**src/pfc_pkg.sv**
```systemverilog
// package: register map, field layout and types for the protection fet control
package pfc_pkg;
    // register byte offsets
    localparam logic [5:0] OFF_CTRL      = 6'h00;
    localparam logic [5:0] OFF_PRE_LIM   = 6'h04;
    localparam logic [5:0] OFF_UV_LIM    = 6'h08;
    localparam logic [5:0] OFF_CUT_LIM   = 6'h0C;
    localparam logic [5:0] OFF_HYST      = 6'h10;
    localparam logic [5:0] OFF_TEMP_LIM  = 6'h14;
    localparam logic [5:0] OFF_CUR_LIM   = 6'h18;
    localparam logic [5:0] OFF_DELAY     = 6'h1C;
    localparam logic [5:0] OFF_STATUS    = 6'h20;
    localparam logic [5:0] OFF_IRQ_STAT  = 6'h24;
    localparam logic [5:0] OFF_IRQ_MASK  = 6'h28;
    localparam logic [5:0] OFF_SYS_LIM   = 6'h2C;

    // control register fields
    localparam int CTRL_FORCE_POL_LSB = 0;  // two polarity bits
    localparam int CTRL_BAL_NO_DSG    = 2;
    localparam int CTRL_BAL_NO_CHG    = 3;
    localparam int CTRL_HIGH_AVAIL    = 4;
    localparam int CTRL_ENABLE        = 5;

    // reset values
    localparam logic [31:0] CTRL_RST    = 32'h0000_0020;
    localparam logic [31:0] LIMIT_RST   = 32'h0000_0000;
    localparam logic [31:0] DELAY_RST   = 32'h0000_000A;
    localparam logic [31:0] UNMAPPED_RD = 32'h0000_0000;

    // interrupt event bit positions
    localparam int EV_CELL_UV  = 0;
    localparam int EV_CUTOFF   = 1;
    localparam int EV_TEMP     = 2;
    localparam int EV_CURRENT  = 3;
    localparam int EV_HW_TRIP  = 4;
    localparam int EV_EXTERNAL = 5;
    localparam int EV_SYS_OV   = 6;
    localparam int NUM_EV      = 7;

    // debounce time constants, unused; the timers count clocks from dly, reset to DELAY_RST (10 cycles)
    localparam int  DELAY_US     = 10;
    localparam int  CLK_MHZ      = 100;
    localparam int  DELAY_CYC    = DELAY_US * CLK_MHZ;

    // balancing pump duty, in percent of time
    localparam logic [6:0] PUMP_DUTY_NORM = 7'd30;
    localparam logic [6:0] PUMP_DUTY_HIGH = 7'd65;
    localparam logic [6:0] PUMP_PERIOD    = 7'd100;

    typedef enum logic [1:0] {
        PFC_IDLE,
        PFC_CHARGE,
        PFC_DISCHARGE
    } pfc_dir_e;

    // switch drive group
    typedef struct packed {
        logic precharge;
        logic charge;
        logic discharge;
    } pfc_drive_s;

    // measurement group
    typedef struct packed {
        logic [15:0] min_cell;
        logic [15:0] max_cell;
        logic [15:0] pack_volt;
        logic [15:0] temp;
        logic [15:0] current;   // signed, positive = charging
    } pfc_meas_s;
endpackage : pfc_pkg

```
**src/pfc_fet_ctrl.sv**
```systemverilog
// module: protection switch decision logic with avalon-mm register slave
//
// Behaviour
// - below precharge, undervoltage or temperature limit: precharge on, charge off
// - all cells above limit and warm enough: charge drive on as well
// - cell at cutoff or temperature trip: charge and precharge both off
// - while charging above thresholds, discharge drive also enabled
// - while discharging, charge drive on only with correct current, no fault
// - discharge drive defaults high when no fault present
// - discharge drive low on cell undervoltage, discharge overcurrent or a cutoff, temperature or system overvoltage fault
// - programmable hysteresis on system and cell over/undervoltage compares
// - each temperature and current threshold has its own delay timer
// - configurable polarity of each external force input
// - asserted external force input turns protection switches off
// - hardware overcurrent/short detectors open switches directly
// - two options suppress balancing: one in discharge, one in charge
// - high availability mode raises pump duty when idle with no fault, disables temperature rate rise
`timescale 1ns/1ns
module pfc_fet_ctrl
    import pfc_pkg::*;
#(
    parameter int NUM_FORCE = 2,
    parameter int DLY_W     = 16
) (
    input  wire logic                 clk_i,
    input  wire logic                 resetn_i,
    input  wire logic                 ce_i,
    // avalon-mm slave
    input  wire logic [5:0]           avs_address,
    input  wire logic                 avs_read,
    input  wire logic                 avs_write,
    input  wire logic [31:0]          avs_writedata,
    input  wire logic [3:0]           avs_byteenable,
    output      logic [31:0]          avs_readdata,
    output      logic                 avs_waitrequest,
    // measurements and detectors
    input  wire pfc_meas_s            meas_i,
    input  wire logic                 hw_overcurrent_i,
    input  wire logic                 hw_short_i,
    input  wire logic [NUM_FORCE-1:0] external_switch_force_in_i,
    // outputs
    output      pfc_drive_s           drive_o,
    output      logic                 balance_en_o,
    output      logic                 pump_on_o,
    output      logic                 temp_rate_en_o,
    output      logic                 irq_o
);
    //------------------------------------------------------------------
    // registers
    //------------------------------------------------------------------
    logic [31:0] ctrl, pre_lim, uv_lim, cut_lim, hyst, temp_lim, cur_lim;
    logic [31:0] dly, sys_lim;
    logic [NUM_EV-1:0] irq_stat, irq_mask, ev;
    logic        rd_pend;

    // byte lane merge used by every writable register except irq_mask
    function automatic logic [31:0] merge(input logic [31:0] old,
                                          input logic [31:0] wd,
                                          input logic [3:0]  be);
        logic [31:0] r;
        r = old;
        for (int i = 0; i < 4; i++) begin
            if (be[i]) begin
                r[i*8 +: 8] = wd[i*8 +: 8];
            end
        end
        return r;
    endfunction : merge

    // writes take effect the cycle they are seen; reads wait one cycle
    assign avs_waitrequest = !ce_i || (avs_read && !rd_pend);

    always_ff @(posedge clk_i or negedge resetn_i) begin
        if (!resetn_i) begin
            ctrl     <= CTRL_RST;
            pre_lim  <= LIMIT_RST;
            uv_lim   <= LIMIT_RST;
            cut_lim  <= LIMIT_RST;
            hyst     <= LIMIT_RST;
            temp_lim <= LIMIT_RST;
            cur_lim  <= LIMIT_RST;
            dly      <= DELAY_RST;
            sys_lim  <= LIMIT_RST;
            irq_mask <= '0;
        end else if (ce_i && avs_write) begin
            unique case (avs_address)
                OFF_CTRL:     ctrl     <= merge(ctrl, avs_writedata,
                                                avs_byteenable);
                OFF_PRE_LIM:  pre_lim  <= merge(pre_lim, avs_writedata,
                                                avs_byteenable);
                OFF_UV_LIM:   uv_lim   <= merge(uv_lim, avs_writedata,
                                                avs_byteenable);
                OFF_CUT_LIM:  cut_lim  <= merge(cut_lim, avs_writedata,
                                                avs_byteenable);
                OFF_HYST:     hyst     <= merge(hyst, avs_writedata,
                                                avs_byteenable);
                OFF_TEMP_LIM: temp_lim <= merge(temp_lim, avs_writedata,
                                                avs_byteenable);
                OFF_CUR_LIM:  cur_lim  <= merge(cur_lim, avs_writedata,
                                                avs_byteenable);
                OFF_DELAY:    dly      <= merge(dly, avs_writedata,
                                                avs_byteenable);
                OFF_SYS_LIM:  sys_lim  <= merge(sys_lim, avs_writedata,
                                                avs_byteenable);
                OFF_IRQ_MASK: irq_mask <= avs_writedata[NUM_EV-1:0];
                default: ;
            endcase
        end
    end

    //------------------------------------------------------------------
    // comparisons with hysteresis
    //------------------------------------------------------------------
    // field use: lim[15:0] low threshold except cut_lim[15:0], which is high; sys_lim[31:16] high threshold
    logic uv_flt, pre_flt, cut_flt, sys_ov_flt, sys_uv_flt;
    logic cold_raw, hot_raw, ocd_raw, occ_raw;
    logic cold_flt, hot_flt, ocd_flt, occ_flt;
    logic [15:0] h;
    assign h = hyst[15:0];

    // latch a fault past threshold, release only past threshold plus margin
    always_ff @(posedge clk_i or negedge resetn_i) begin
        if (!resetn_i) begin
            uv_flt     <= 1'b0;
            pre_flt    <= 1'b0;
            cut_flt    <= 1'b0;
            sys_ov_flt <= 1'b0;
            sys_uv_flt <= 1'b0;
        end else if (ce_i) begin
            if (meas_i.min_cell < uv_lim[15:0]) begin
                uv_flt <= 1'b1;
            end else if (meas_i.min_cell >= {1'b0, uv_lim[15:0]} + h) begin
                uv_flt <= 1'b0;
            end
            if (meas_i.min_cell < pre_lim[15:0]) begin
                pre_flt <= 1'b1;
            end else if (meas_i.min_cell >= {1'b0, pre_lim[15:0]} + h) begin
                pre_flt <= 1'b0;
            end
            if (meas_i.max_cell >= cut_lim[15:0]) begin
                cut_flt <= 1'b1;
            end else if ({1'b0, meas_i.max_cell} + h < cut_lim[15:0]) begin
                cut_flt <= 1'b0;
            end
            if (meas_i.pack_volt >= sys_lim[31:16]) begin
                sys_ov_flt <= 1'b1;
            end else if ({1'b0, meas_i.pack_volt} + h < sys_lim[31:16]) begin
                sys_ov_flt <= 1'b0;
            end
            if (meas_i.pack_volt < sys_lim[15:0]) begin
                sys_uv_flt <= 1'b1;
            end else if (meas_i.pack_volt >= {1'b0, sys_lim[15:0]} + h) begin
                sys_uv_flt <= 1'b0;
            end
        end
    end

    //------------------------------------------------------------------
    // per-threshold delay timers
    //------------------------------------------------------------------
    // temp_lim: [15:0] min charge temperature, [31:16] trip temperature
    // cur_lim:  [15:0] discharge limit magnitude, [31:16] charge limit
    assign cold_raw = meas_i.temp < temp_lim[15:0];
    assign hot_raw  = meas_i.temp >= temp_lim[31:16];
    assign ocd_raw  = $signed(meas_i.current) < -$signed({1'b0, cur_lim[15:0]});
    assign occ_raw  = $signed({1'b0, meas_i.current}) >
                      $signed({1'b0, cur_lim[31:16]}) &&
                      !meas_i.current[15];

    logic [3:0] raw_v, flt_v;
    assign raw_v = {occ_raw, ocd_raw, hot_raw, cold_raw};
    assign {occ_flt, ocd_flt, hot_flt, cold_flt} = flt_v;

    // independent counters: a crossing must persist the full delay
    generate
        for (genvar g = 0; g < 4; g++) begin : g_tmr
            logic [DLY_W-1:0] cnt;
            always_ff @(posedge clk_i or negedge resetn_i) begin
                if (!resetn_i) begin
                    cnt      <= '0;
                    flt_v[g] <= 1'b0;
                end else if (ce_i) begin
                    if (!raw_v[g]) begin
                        cnt      <= '0;
                        flt_v[g] <= 1'b0;
                    end else if (cnt >= dly[DLY_W-1:0]) begin
                        flt_v[g] <= 1'b1;
                    end else begin
                        cnt <= cnt + 1'b1;
                    end
                end
            end
        end
    endgenerate

    //------------------------------------------------------------------
    // external force inputs and hardware trip
    //------------------------------------------------------------------
    logic [NUM_FORCE-1:0] pol;
    logic ext_force, hw_trip;
    assign pol       = ctrl[CTRL_FORCE_POL_LSB +: NUM_FORCE];
    // pol bit 1 means active high
    assign ext_force = |(~(external_switch_force_in_i ^ pol));
    // bypasses timers and firmware state entirely
    assign hw_trip   = hw_overcurrent_i | hw_short_i;

    //------------------------------------------------------------------
    // switch decision
    //------------------------------------------------------------------
    pfc_dir_e dir;
    logic safety, chg_ok, pre_req, next_pre, next_chg, next_dsg, forced;

    always_comb begin
        if (!meas_i.current[15] && meas_i.current != '0) begin
            dir = PFC_CHARGE;
        end else if (meas_i.current[15]) begin
            dir = PFC_DISCHARGE;
        end else begin
            dir = PFC_IDLE;
        end
    end

    assign safety = cut_flt | hot_flt | sys_ov_flt | occ_flt | ocd_flt
                    | uv_flt | sys_uv_flt;
    assign forced = hw_trip | ext_force | !ctrl[CTRL_ENABLE];
    assign pre_req = pre_flt | uv_flt | cold_flt;
    assign chg_ok  = !pre_req && !cut_flt && !hot_flt
                     && !sys_ov_flt && !occ_flt;

    always_comb begin
        next_pre = 1'b1;
        next_chg = chg_ok;
        next_dsg = 1'b1;
        if (pre_req) begin
            next_chg = 1'b0;
        end
        // in discharge the charge switch keeps chg_ok, dropped also on ocd_flt or uv_flt, so its diode does not heat
        if (dir == PFC_DISCHARGE && (ocd_flt || uv_flt)) begin
            next_chg = 1'b0;
        end
        if (uv_flt || sys_uv_flt || ocd_flt || cut_flt
            || hot_flt || sys_ov_flt) begin
            next_dsg = dir == PFC_CHARGE && !cut_flt && !hot_flt
                       && !sys_ov_flt && !occ_flt && !pre_req;
            if (dir != PFC_CHARGE) begin
                next_dsg = 1'b0;
            end
        end
        if (ocd_flt) begin
            next_dsg = 1'b0;
        end
        if (cut_flt || hot_flt) begin
            next_pre = 1'b0;
            next_chg = 1'b0;
        end
        if (forced) begin
            next_pre = 1'b0;
            next_chg = 1'b0;
            next_dsg = 1'b0;
        end
    end

    // registered drives; reset holds every switch off
    always_ff @(posedge clk_i or negedge resetn_i) begin
        if (!resetn_i) begin
            drive_o <= '0;
        end else if (ce_i) begin
            drive_o.precharge <= next_pre;
            drive_o.charge    <= next_chg;
            drive_o.discharge <= next_dsg;
        end
    end

    //------------------------------------------------------------------
    // balancing control
    //------------------------------------------------------------------
    logic [6:0] pump_cnt, duty;
    logic high_avail;
    assign high_avail = ctrl[CTRL_HIGH_AVAIL] && !safety
                        && dir == PFC_IDLE;
    assign duty = high_avail ? PUMP_DUTY_HIGH : PUMP_DUTY_NORM;

    always_ff @(posedge clk_i or negedge resetn_i) begin
        if (!resetn_i) begin
            pump_cnt       <= '0;
            pump_on_o      <= 1'b0;
            balance_en_o   <= 1'b0;
            temp_rate_en_o <= 1'b1;
        end else if (ce_i) begin
            pump_cnt <= (pump_cnt == PUMP_PERIOD - 7'd1) ? '0
                        : pump_cnt + 7'd1;
            balance_en_o <= !(ctrl[CTRL_BAL_NO_DSG] && dir == PFC_DISCHARGE)
                            && !(ctrl[CTRL_BAL_NO_CHG]
                                 && dir == PFC_CHARGE);
            pump_on_o <= balance_en_o && pump_cnt < duty;
            // rate-of-rise not offered while mode is selected
            temp_rate_en_o <= !ctrl[CTRL_HIGH_AVAIL];
        end
    end

    //------------------------------------------------------------------
    // interrupts: sticky, cleared by read, set wins over clear
    //------------------------------------------------------------------
    assign ev[EV_CELL_UV]  = uv_flt;
    assign ev[EV_CUTOFF]   = cut_flt;
    assign ev[EV_TEMP]     = hot_flt | cold_flt;
    assign ev[EV_CURRENT]  = ocd_flt | occ_flt;
    assign ev[EV_HW_TRIP]  = hw_trip;
    assign ev[EV_EXTERNAL] = ext_force;
    assign ev[EV_SYS_OV]   = sys_ov_flt | sys_uv_flt;

    logic stat_rd;
    assign stat_rd = avs_read && rd_pend && avs_address == OFF_IRQ_STAT;

    always_ff @(posedge clk_i or negedge resetn_i) begin
        if (!resetn_i) begin
            irq_stat <= '0;
        end else if (ce_i) begin
            irq_stat <= (stat_rd ? '0 : irq_stat) | ev;
        end
    end

    assign irq_o = |(irq_stat & irq_mask);

    //------------------------------------------------------------------
    // read path
    //------------------------------------------------------------------
    always_ff @(posedge clk_i or negedge resetn_i) begin
        if (!resetn_i) begin
            rd_pend      <= 1'b0;
            avs_readdata <= UNMAPPED_RD;
        end else if (ce_i) begin
            rd_pend <= avs_read && !rd_pend;
            if (avs_read && !rd_pend) begin
                unique case (avs_address)
                    OFF_CTRL:     avs_readdata <= ctrl;
                    OFF_PRE_LIM:  avs_readdata <= pre_lim;
                    OFF_UV_LIM:   avs_readdata <= uv_lim;
                    OFF_CUT_LIM:  avs_readdata <= cut_lim;
                    OFF_HYST:     avs_readdata <= hyst;
                    OFF_TEMP_LIM: avs_readdata <= temp_lim;
                    OFF_CUR_LIM:  avs_readdata <= cur_lim;
                    OFF_DELAY:    avs_readdata <= dly;
                    OFF_SYS_LIM:  avs_readdata <= sys_lim;
                    OFF_STATUS:   avs_readdata <= {24'h0000_00,
                                     1'b0, balance_en_o, safety,
                                     forced, 1'b0, drive_o};
                    OFF_IRQ_STAT: avs_readdata <= {{(32-NUM_EV){1'b0}},
                                                   irq_stat};
                    OFF_IRQ_MASK: avs_readdata <= {{(32-NUM_EV){1'b0}},
                                                   irq_mask};
                    default:      avs_readdata <= UNMAPPED_RD;
                endcase
            end
        end
    end
endmodule : pfc_fet_ctrl

```
**config.mk**
```make
export PLATFORM = sky130hd
export DESIGN_NAME = pfc_fet_ctrl
export DESIGN_NICKNAME = d
export VERILOG_FILES = /design/src/pfc_pkg.sv /design/src/pfc_fet_ctrl.sv
export SDC_FILE = /design/constraint.sdc
export NUM_CORES = 1
export LEC_CHECK = 0
export ABC_CLOCK_PERIOD_IN_PS = 3860
export BUFFER_PORTS_ARGS = -buffer_cell sky130_fd_sc_hd__buf_2
export CORE_ASPECT_RATIO = 1.75
export CORE_MARGIN = 2
export CORE_UTILIZATION = 63
export DETAILED_ROUTE_END_ITERATION = 10
export PLACE_DENSITY = 0.82
export SYNTH_ARGS = -nofsm -noshare
export SYNTH_HDL_FRONTEND = slang
export SYNTH_SLANG_ARGS = --single-unit
```
**constraint.sdc**
```tcl
create_clock -name clk_i -period 3.86 [get_ports clk_i]
set_input_delay 0.772 -clock clk_i [delete_from_list [all_inputs] [get_ports clk_i]]
set_output_delay 0.772 -clock clk_i [all_outputs]
set_load 0.1 [all_outputs]
```
==> flow_summary.ini, run 1 <==
[power]
power_density_mw_per_mm2 = 381
finalPower_mw = 12.5
swShare = 0.325
vdd_drop_max_uv = 469
power_frac_comb = 0.245
p_int_mw = 8.42
clock_power_share = 0.348
switchingPower_mw = 4.05
seqPwrFrac = 0.407
p_leak_nw = 16.9

[placed_design]
gp_congestion = 1.02
dp_hpwl_mm = 82.8
post-place-ws_ps = -296
postPlaceCellArea_mm2 = 0.0312
port_buffers = 170

[sta]
rsz0062_at_grt = true
finalSetupViolCount = 0
fin_skew_ps = 36.6
worst_pin_slew_ps = 1080
max_freq_ghz = 0.265
period_share = 0.977
relSlewSlack = 0.262
holdWs_ps = 166
fin_ws_ps = 89.0
period_minus_slack_ps = 3770
finalHoldViolCount = 0
drv_slew = 0

[clock_network]
max-clock-path-buffers = 3
root_buffer = clkbuf_16
clkSlewWorstSetupHoldPaths_ps = 70
h-tree-depth = 2
holdBufCountCts = 0
clk_latency_ps = 570
cts_tree = done
cts_sinks = 421
numCtsBuffers = 40

[route]
ant_nets = 0
vias = 26700
drt-total-wl_mm = 106
drtIter0Drc = 2456
avgViaCountPerCell = 6.79
drc = 0
drt-pass1-iter-count = 8
wl_per_cell_um = 27.1

[floorplan]
die_x_um = 166
die_y_um = 288
io_pins = 171
coreArea_mm2 = 0.0458
dieArea_mm2 = 0.0480
row_count = 104
start_util = 0.635

[logic_synthesis]
yosys.area.top_type = dfrtp_1
synth_area_mm2 = 0.0291
synthTopCellsByArea = dfrtp_1 36%, ha_1 16%, mux2_2 6.2%
netlist_instances = 3092
synth_area_per_cell_um2 = 9.41
synth_nets = 3601
synth.top_cells.by_count = 417 x dfrtp_1, 373 x ha_1, 283 x nand2_1, 276 x o21ai_0, 209 x inv_1
ys_ff_latch = 421
synth_top_area_frac = 0.359
synth_most_common_cell = dfrtp_1
yosysSeqAreaShare = 0.362
synth.distinct_cells = 77
async_reset_ff_frac = 1.00
yosysWarningCount = 0
synthFlopType = dfrtp_1
synth_edf_count = 0

[grt]
antenna_found_initial = 4
overflow = 0
grtUsageTotal = 0.437
grt_max_degree = 103
grt_pass1_vias = 27400
grt_pass1_wl_mm = 159

[setup_path]
crit_required_ps = 4290
arrival_ps = 4200
slowest_stage = dfrtp_1
critPathBufInv = 2
start_kind = register
cp_max_fo = 5
critPathCaptureType = register
path_cells = buf_4 -> ha_1 -> o21ai_0 -> or2_2 -> o311ai_0 -> buf_4 -> a31o_2 -> a21oi_1 -> xnor2_1 -> ha_1 -> o211ai_1 -> nor3_1 -> a211oi_1 -> a32oi_1 -> o211ai_1
path_delay_family = compound AO/OA/AOI/OAI gates
critical_path_class = register to register
cpPeakStageDelay_ps = 550

[layout]
syn_to_final_growth_pct = 12.6
drive_gt1_frac = 0.171
stdcell_area_mm2 = 0.0328
fin_nets = 3822
fin_util = 0.715

[run_status]
status = finished clean

[flow_run]
maxCapViolCount = 0

[min_path]
hp-class = input port to asynchronous set/reset pin
==> layout by cell type (no fill, tap or decap), types with 36 or more instances in the layout <==
cell       instances
nor2_1           150
a211oi_1          37
mux2_2           161
clkbuf_16         40
ha_1             372
nand3_1           57
buf_2            169
o21ai_0          275
nor3_1            42
inv_1            209
nand2b_1          43
a21o_1           121
a22oi_1           41
xnor2_1           50
dfrtp_1          416
nand4_1           59
nand2_1          283
buf_4            122
xor2_1            38
a21oi_1          162
or4_1             36
==> registers in the layout, indices dropped and copies added (netlist names), 3 cells and up <==
register,cells
uv_lim,32
cut_lim,32
dly,32
irq_stat,7
ctrl,32
pre_lim,32
cur_lim,32
irq_mask,7
drive_o,3
temp_lim,32
g_tmr.cnt,64
pump_cnt,7
sys_lim,32
avs_readdata,32
hyst,32
==> logic make-up (layout without fill, tap and decap cells) <==
| logic type | Yosys count | in the layout | synth area share |
|---|---|---|---|
| buffers and inverters | 326 | 578 | 0.0429 |
| adder cells (fa/ha/maj) | 378 | 378 | 0.164 |
| XOR/XNOR | 88 | 88 | 0.0265 |
| AND/OR/NAND/NOR | 782 | 782 | 0.130 |
| other | 0 | 2 | 0 |
| flip-flops | 421 | 421 | 0.362 |
| AO/OA/AOI/OAI | 905 | 905 | 0.201 |
| multiplexers | 192 | 192 | 0.0730 |
==> power groups by stage <==
stage	clock network [mW]	logic [mW]	registers, mW
6_report	4.34	3.06	5.07
2_1_floorplan	0	1.88	5.06
4_1_cts	4.34	2.97	5.05
5_1_grt	4.50	3.36	5.09
3_3_place_gp	0	2.81	5.11
3_5_place_dp	0	2.94	5.13
==> worst paths after layout <==
path | startpoint | endpoint | slack [ps] | cells past startpoint
hold reg to reg | avs_readdata[8] | avs_readdata[8] | 480 | 1
hold / removal | resetn_i | pre_lim[21] | 170 | 1
setup reg to reg | hyst[6] | uv_flt | 90 | 15
max in group asynchronous | resetn_i | g_tmr[3].cnt[14] | 2480 | 2
setup / recovery | hyst[6] | uv_flt | 90 | 15
min in group clk_i | avs_readdata[8] | avs_readdata[8] | 480 | 1
==> cell type report <==
type                       count  area (µm²)
multi-input combinational   2345       17400
clock inverter                21         329
antenna                        2        5.00
timing repair buffer         296        1860
fill                        3450       13000
clock buffer                  52        1080
inverter                     209         785
tap                          583         729
sequential                   421       10500
==> per-stage QoR <==
stage / setup TNS (ps) / cells
finish: 0 / 3929
global route: -64.6 / 3928
CTS: 0 / 3925
detailed placement: -1090 / 3852
global placement: -247 / 3852
floorplan: 0 / 3092
==> metal layers <==
layer | up-vias | global-route usage | part of all wire
met5 | - | 0 | 0.00039
met4 | 6 | 0.417 | 0.12
met3 | 581 | 0.0740 | 0.075
met2 | 1404 | 0.747 | 0.48
met1 | 12900 | 0.454 | 0.33
li1 | 11800 | - | -
==> timing repair <==
| item | CTS | global route |
|---|---|---|
| resized for setup | 5 | 21 |
| cloned | 0 | 0 |
| setup buffers | 0 | 2 |
| setup endpoints to repair | 17 | 21 |
| pin swaps | 0 | 6 |
Note: power is estimated with default switching activity, not from simulation.
==> run 2, diff against run 1 <==
- ABC_AREA: default -> 1
==> run 2 against run 1 <==
  * Flip-flop and latch count unchanged
  * Clock-buffer cell count is 1 higher
  * Routed wire length is 8.6% lower
  * Maximum frequency up 5.4%
  * Worst setup slack gained 190 ps
  * Hold slack better by 76 ps
  * Combinational power fell by 12%
==> flow_summary.ini, run 2 <==
[sta]
drv_slew = 0
fin_ws_ps = 282
relSlewSlack = 0.355
holdWs_ps = 241
max_freq_ghz = 0.280
finalSetupViolCount = 0
worst_pin_slew_ps = 967
fin_skew_ps = 30.8
fin_setup_tns_ps = 0
period_share = 0.927
rsz0062_at_grt = false
period_minus_slack_ps = 3580
finalHoldViolCount = 0

[route]
drt-total-wl_mm = 97.2
vias = 28000
ant_nets = 0
wl_per_cell_um = 21.5
drt-pass1-iter-count = 6
drtIter0Drc = 2153
drc = 0
avgViaCountPerCell = 6.19

[logic_synthesis]
yosysWarningCount = 0
netlist_instances = 3755
synthFlopType = dfrtp_1
synth_area_mm2 = 0.0301
synth_edf_count = 0
yosysSeqAreaShare = 0.350
synth_most_common_cell = nand2_1
synth.top_cells.by_count = 891 x nand2_1, 431 x inv_1, 417 x dfrtp_1, 373 x ha_1, 326 x o21ai_0
synth.distinct_cells = 63
async_reset_ff_frac = 1.00
ys_ff_latch = 421
yosys.area.top_type = dfrtp_1
synthTopCellsByArea = dfrtp_1 35%, ha_1 15%, nand2_1 11%
synth_top_area_frac = 0.346
synth_area_per_cell_um2 = 8.03
synth_nets = 4264

[layout]
largest_reg_flops = 64
final_cell_mix = 891 x nand2_1, 431 x inv_1, 417 x dfrtp_1
regMostFlops = g_tmr.cnt
final_cell_count_no_fill = 4529
fin_nets = 4414
syn_to_final_growth_pct = 8.58
drive_gt1_frac = 0.0953
final_common_cell = nand2_1

[floorplan]
die_y_um = 293
io_pins = 171
row_count = 106
coreArea_mm2 = 0.0475
start_util = 0.635
die_x_um = 169
dieArea_mm2 = 0.0497

[clock_network]
cts_tree = done
clk_latency_ps = 580
cts_sinks = 421
root_buffer = clkbuf_16
clkSlewWorstSetupHoldPaths_ps = 60
numCtsBuffers = 41
max-clock-path-buffers = 3
holdBufCountCts = 0
h-tree-depth = 2

[setup_path]
critical_path_class = register to register
crit_required_ps = 4320
critPathCaptureType = register
start_kind = register
arrival_ps = 4040
cp_max_fo = 17

[placed_design]
post-place-ws_ps = 166
gp_congestion = 1.01
dp_cells = 4456
dp_hpwl_mm = 74.0
port_buffers = 170

[grt]
antenna_found_initial = 1
grt_pass1_wl_mm = 149
grt_max_degree = 104
grt_pass1_vias = 27200
grtUsageTotal = 0.392
overflow = 0

[power]
power_density_mw_per_mm2 = 365
p_leak_nw = 16.5
finalPower_mw = 12.0
vdd_drop_max_uv = 367

[run_status]
status = finished clean

[flow_run]
maxCapViolCount = 0

[min_path]
hp-class = input port to asynchronous set/reset pin
==> run 2: logic make-up (layout without fill, tap and decap cells) <==
| kind of cell | count (synthesis) | in the layout | synth area share |
|---|---|---|---|
| AND/OR/NAND/NOR | 1466 | 1466 | 0.218 |
| AO/OA/AOI/OAI | 829 | 829 | 0.158 |
| buffers and inverters | 533 | 712 | 0.0795 |
| flip-flops | 421 | 421 | 0.350 |
| adder cells (fa/ha/maj) | 378 | 378 | 0.158 |
| XOR/XNOR | 128 | 128 | 0.0372 |
| other | 0 | 1 | 0 |
==> run 2: final cells by class <==
| class | instances | area, µm² |
|---|---|---|
| multi-input cells | 2801 | 17200 |
| fillers | 4005 | 14800 |
| flip-flops and latches | 421 | 10500 |
| inverters | 442 | 1690 |
| repair buffers | 198 | 1130 |
| clock buffers | 53 | 1130 |
| well taps | 594 | 743 |
| clock inverters | 19 | 268 |
| diodes | 1 | 2.50 |
==> run 2: layer usage <==
metal | global-route usage | wire length (µm)
met4 | 0.350 | 10600
met1 | 0.434 | 33800
met3 | 0.0566 | 6780
met2 | 0.653 | 45900
met5 | 0 | 0
==> run 2: final timing paths <==
check | start | endpoint | slack (ps) | cells after the start
worst min-delay path | resetn_i | cut_flt | 240 | 1
worst max register to register | cur_lim[0] | g_tmr[2].cnt[4] | 280 | 17
worst min register to register | avs_readdata[29] | avs_readdata[29] | 480 | 2
max in group asynchronous | resetn_i | dly[3] | 2670 | 2
worst max-delay path | cur_lim[0] | g_tmr[2].cnt[4] | 280 | 17
min in group clk_i | avs_writedata[0] | irq_mask[0] | 460 | 3
==> run 2: what timing repair did <==
| item | in CTS | in global routing |
|---|---|---|
| setup buffers | 0 | 0 |
| endpoints found under the setup margin | 0 | 17 |
| endpoints found under the hold margin | 0 | 0 |
| resized for setup | 0 | 3 |
==> run 2: metrics by stage <==
step	area, µm²	util
global route	32700	0.689
finish	32700	0.689
detailed placement	31300	0.659
CTS	32700	0.689
floorplan	30100	-
global placement	31300	0.659
==> run 2: critical path, cell delays in order (launching register included) <==
cell and delay [ps]:
dfrtp_1 380, inv_1 170, ha_1 210, nand3_1 140
nor3_2 230, nand2_1 130, nor3_1 250, nand2_1 120
o21ai_0 240, nand2_1 100, ha_1 300, nand4_1 130
nor2_1 190, o2111ai_1 170, nand4_1 260, nand3_4 250
nand3_1 140, nand2_1 70
==> run 2: power breakdown <==
group          internal [mW]  total, mW  switching [mW]
clock network           2.48       4.32            1.84
logic                  0.887       2.69            1.80
registers               4.66       4.94           0.279
total                   8.03       12.0            3.92
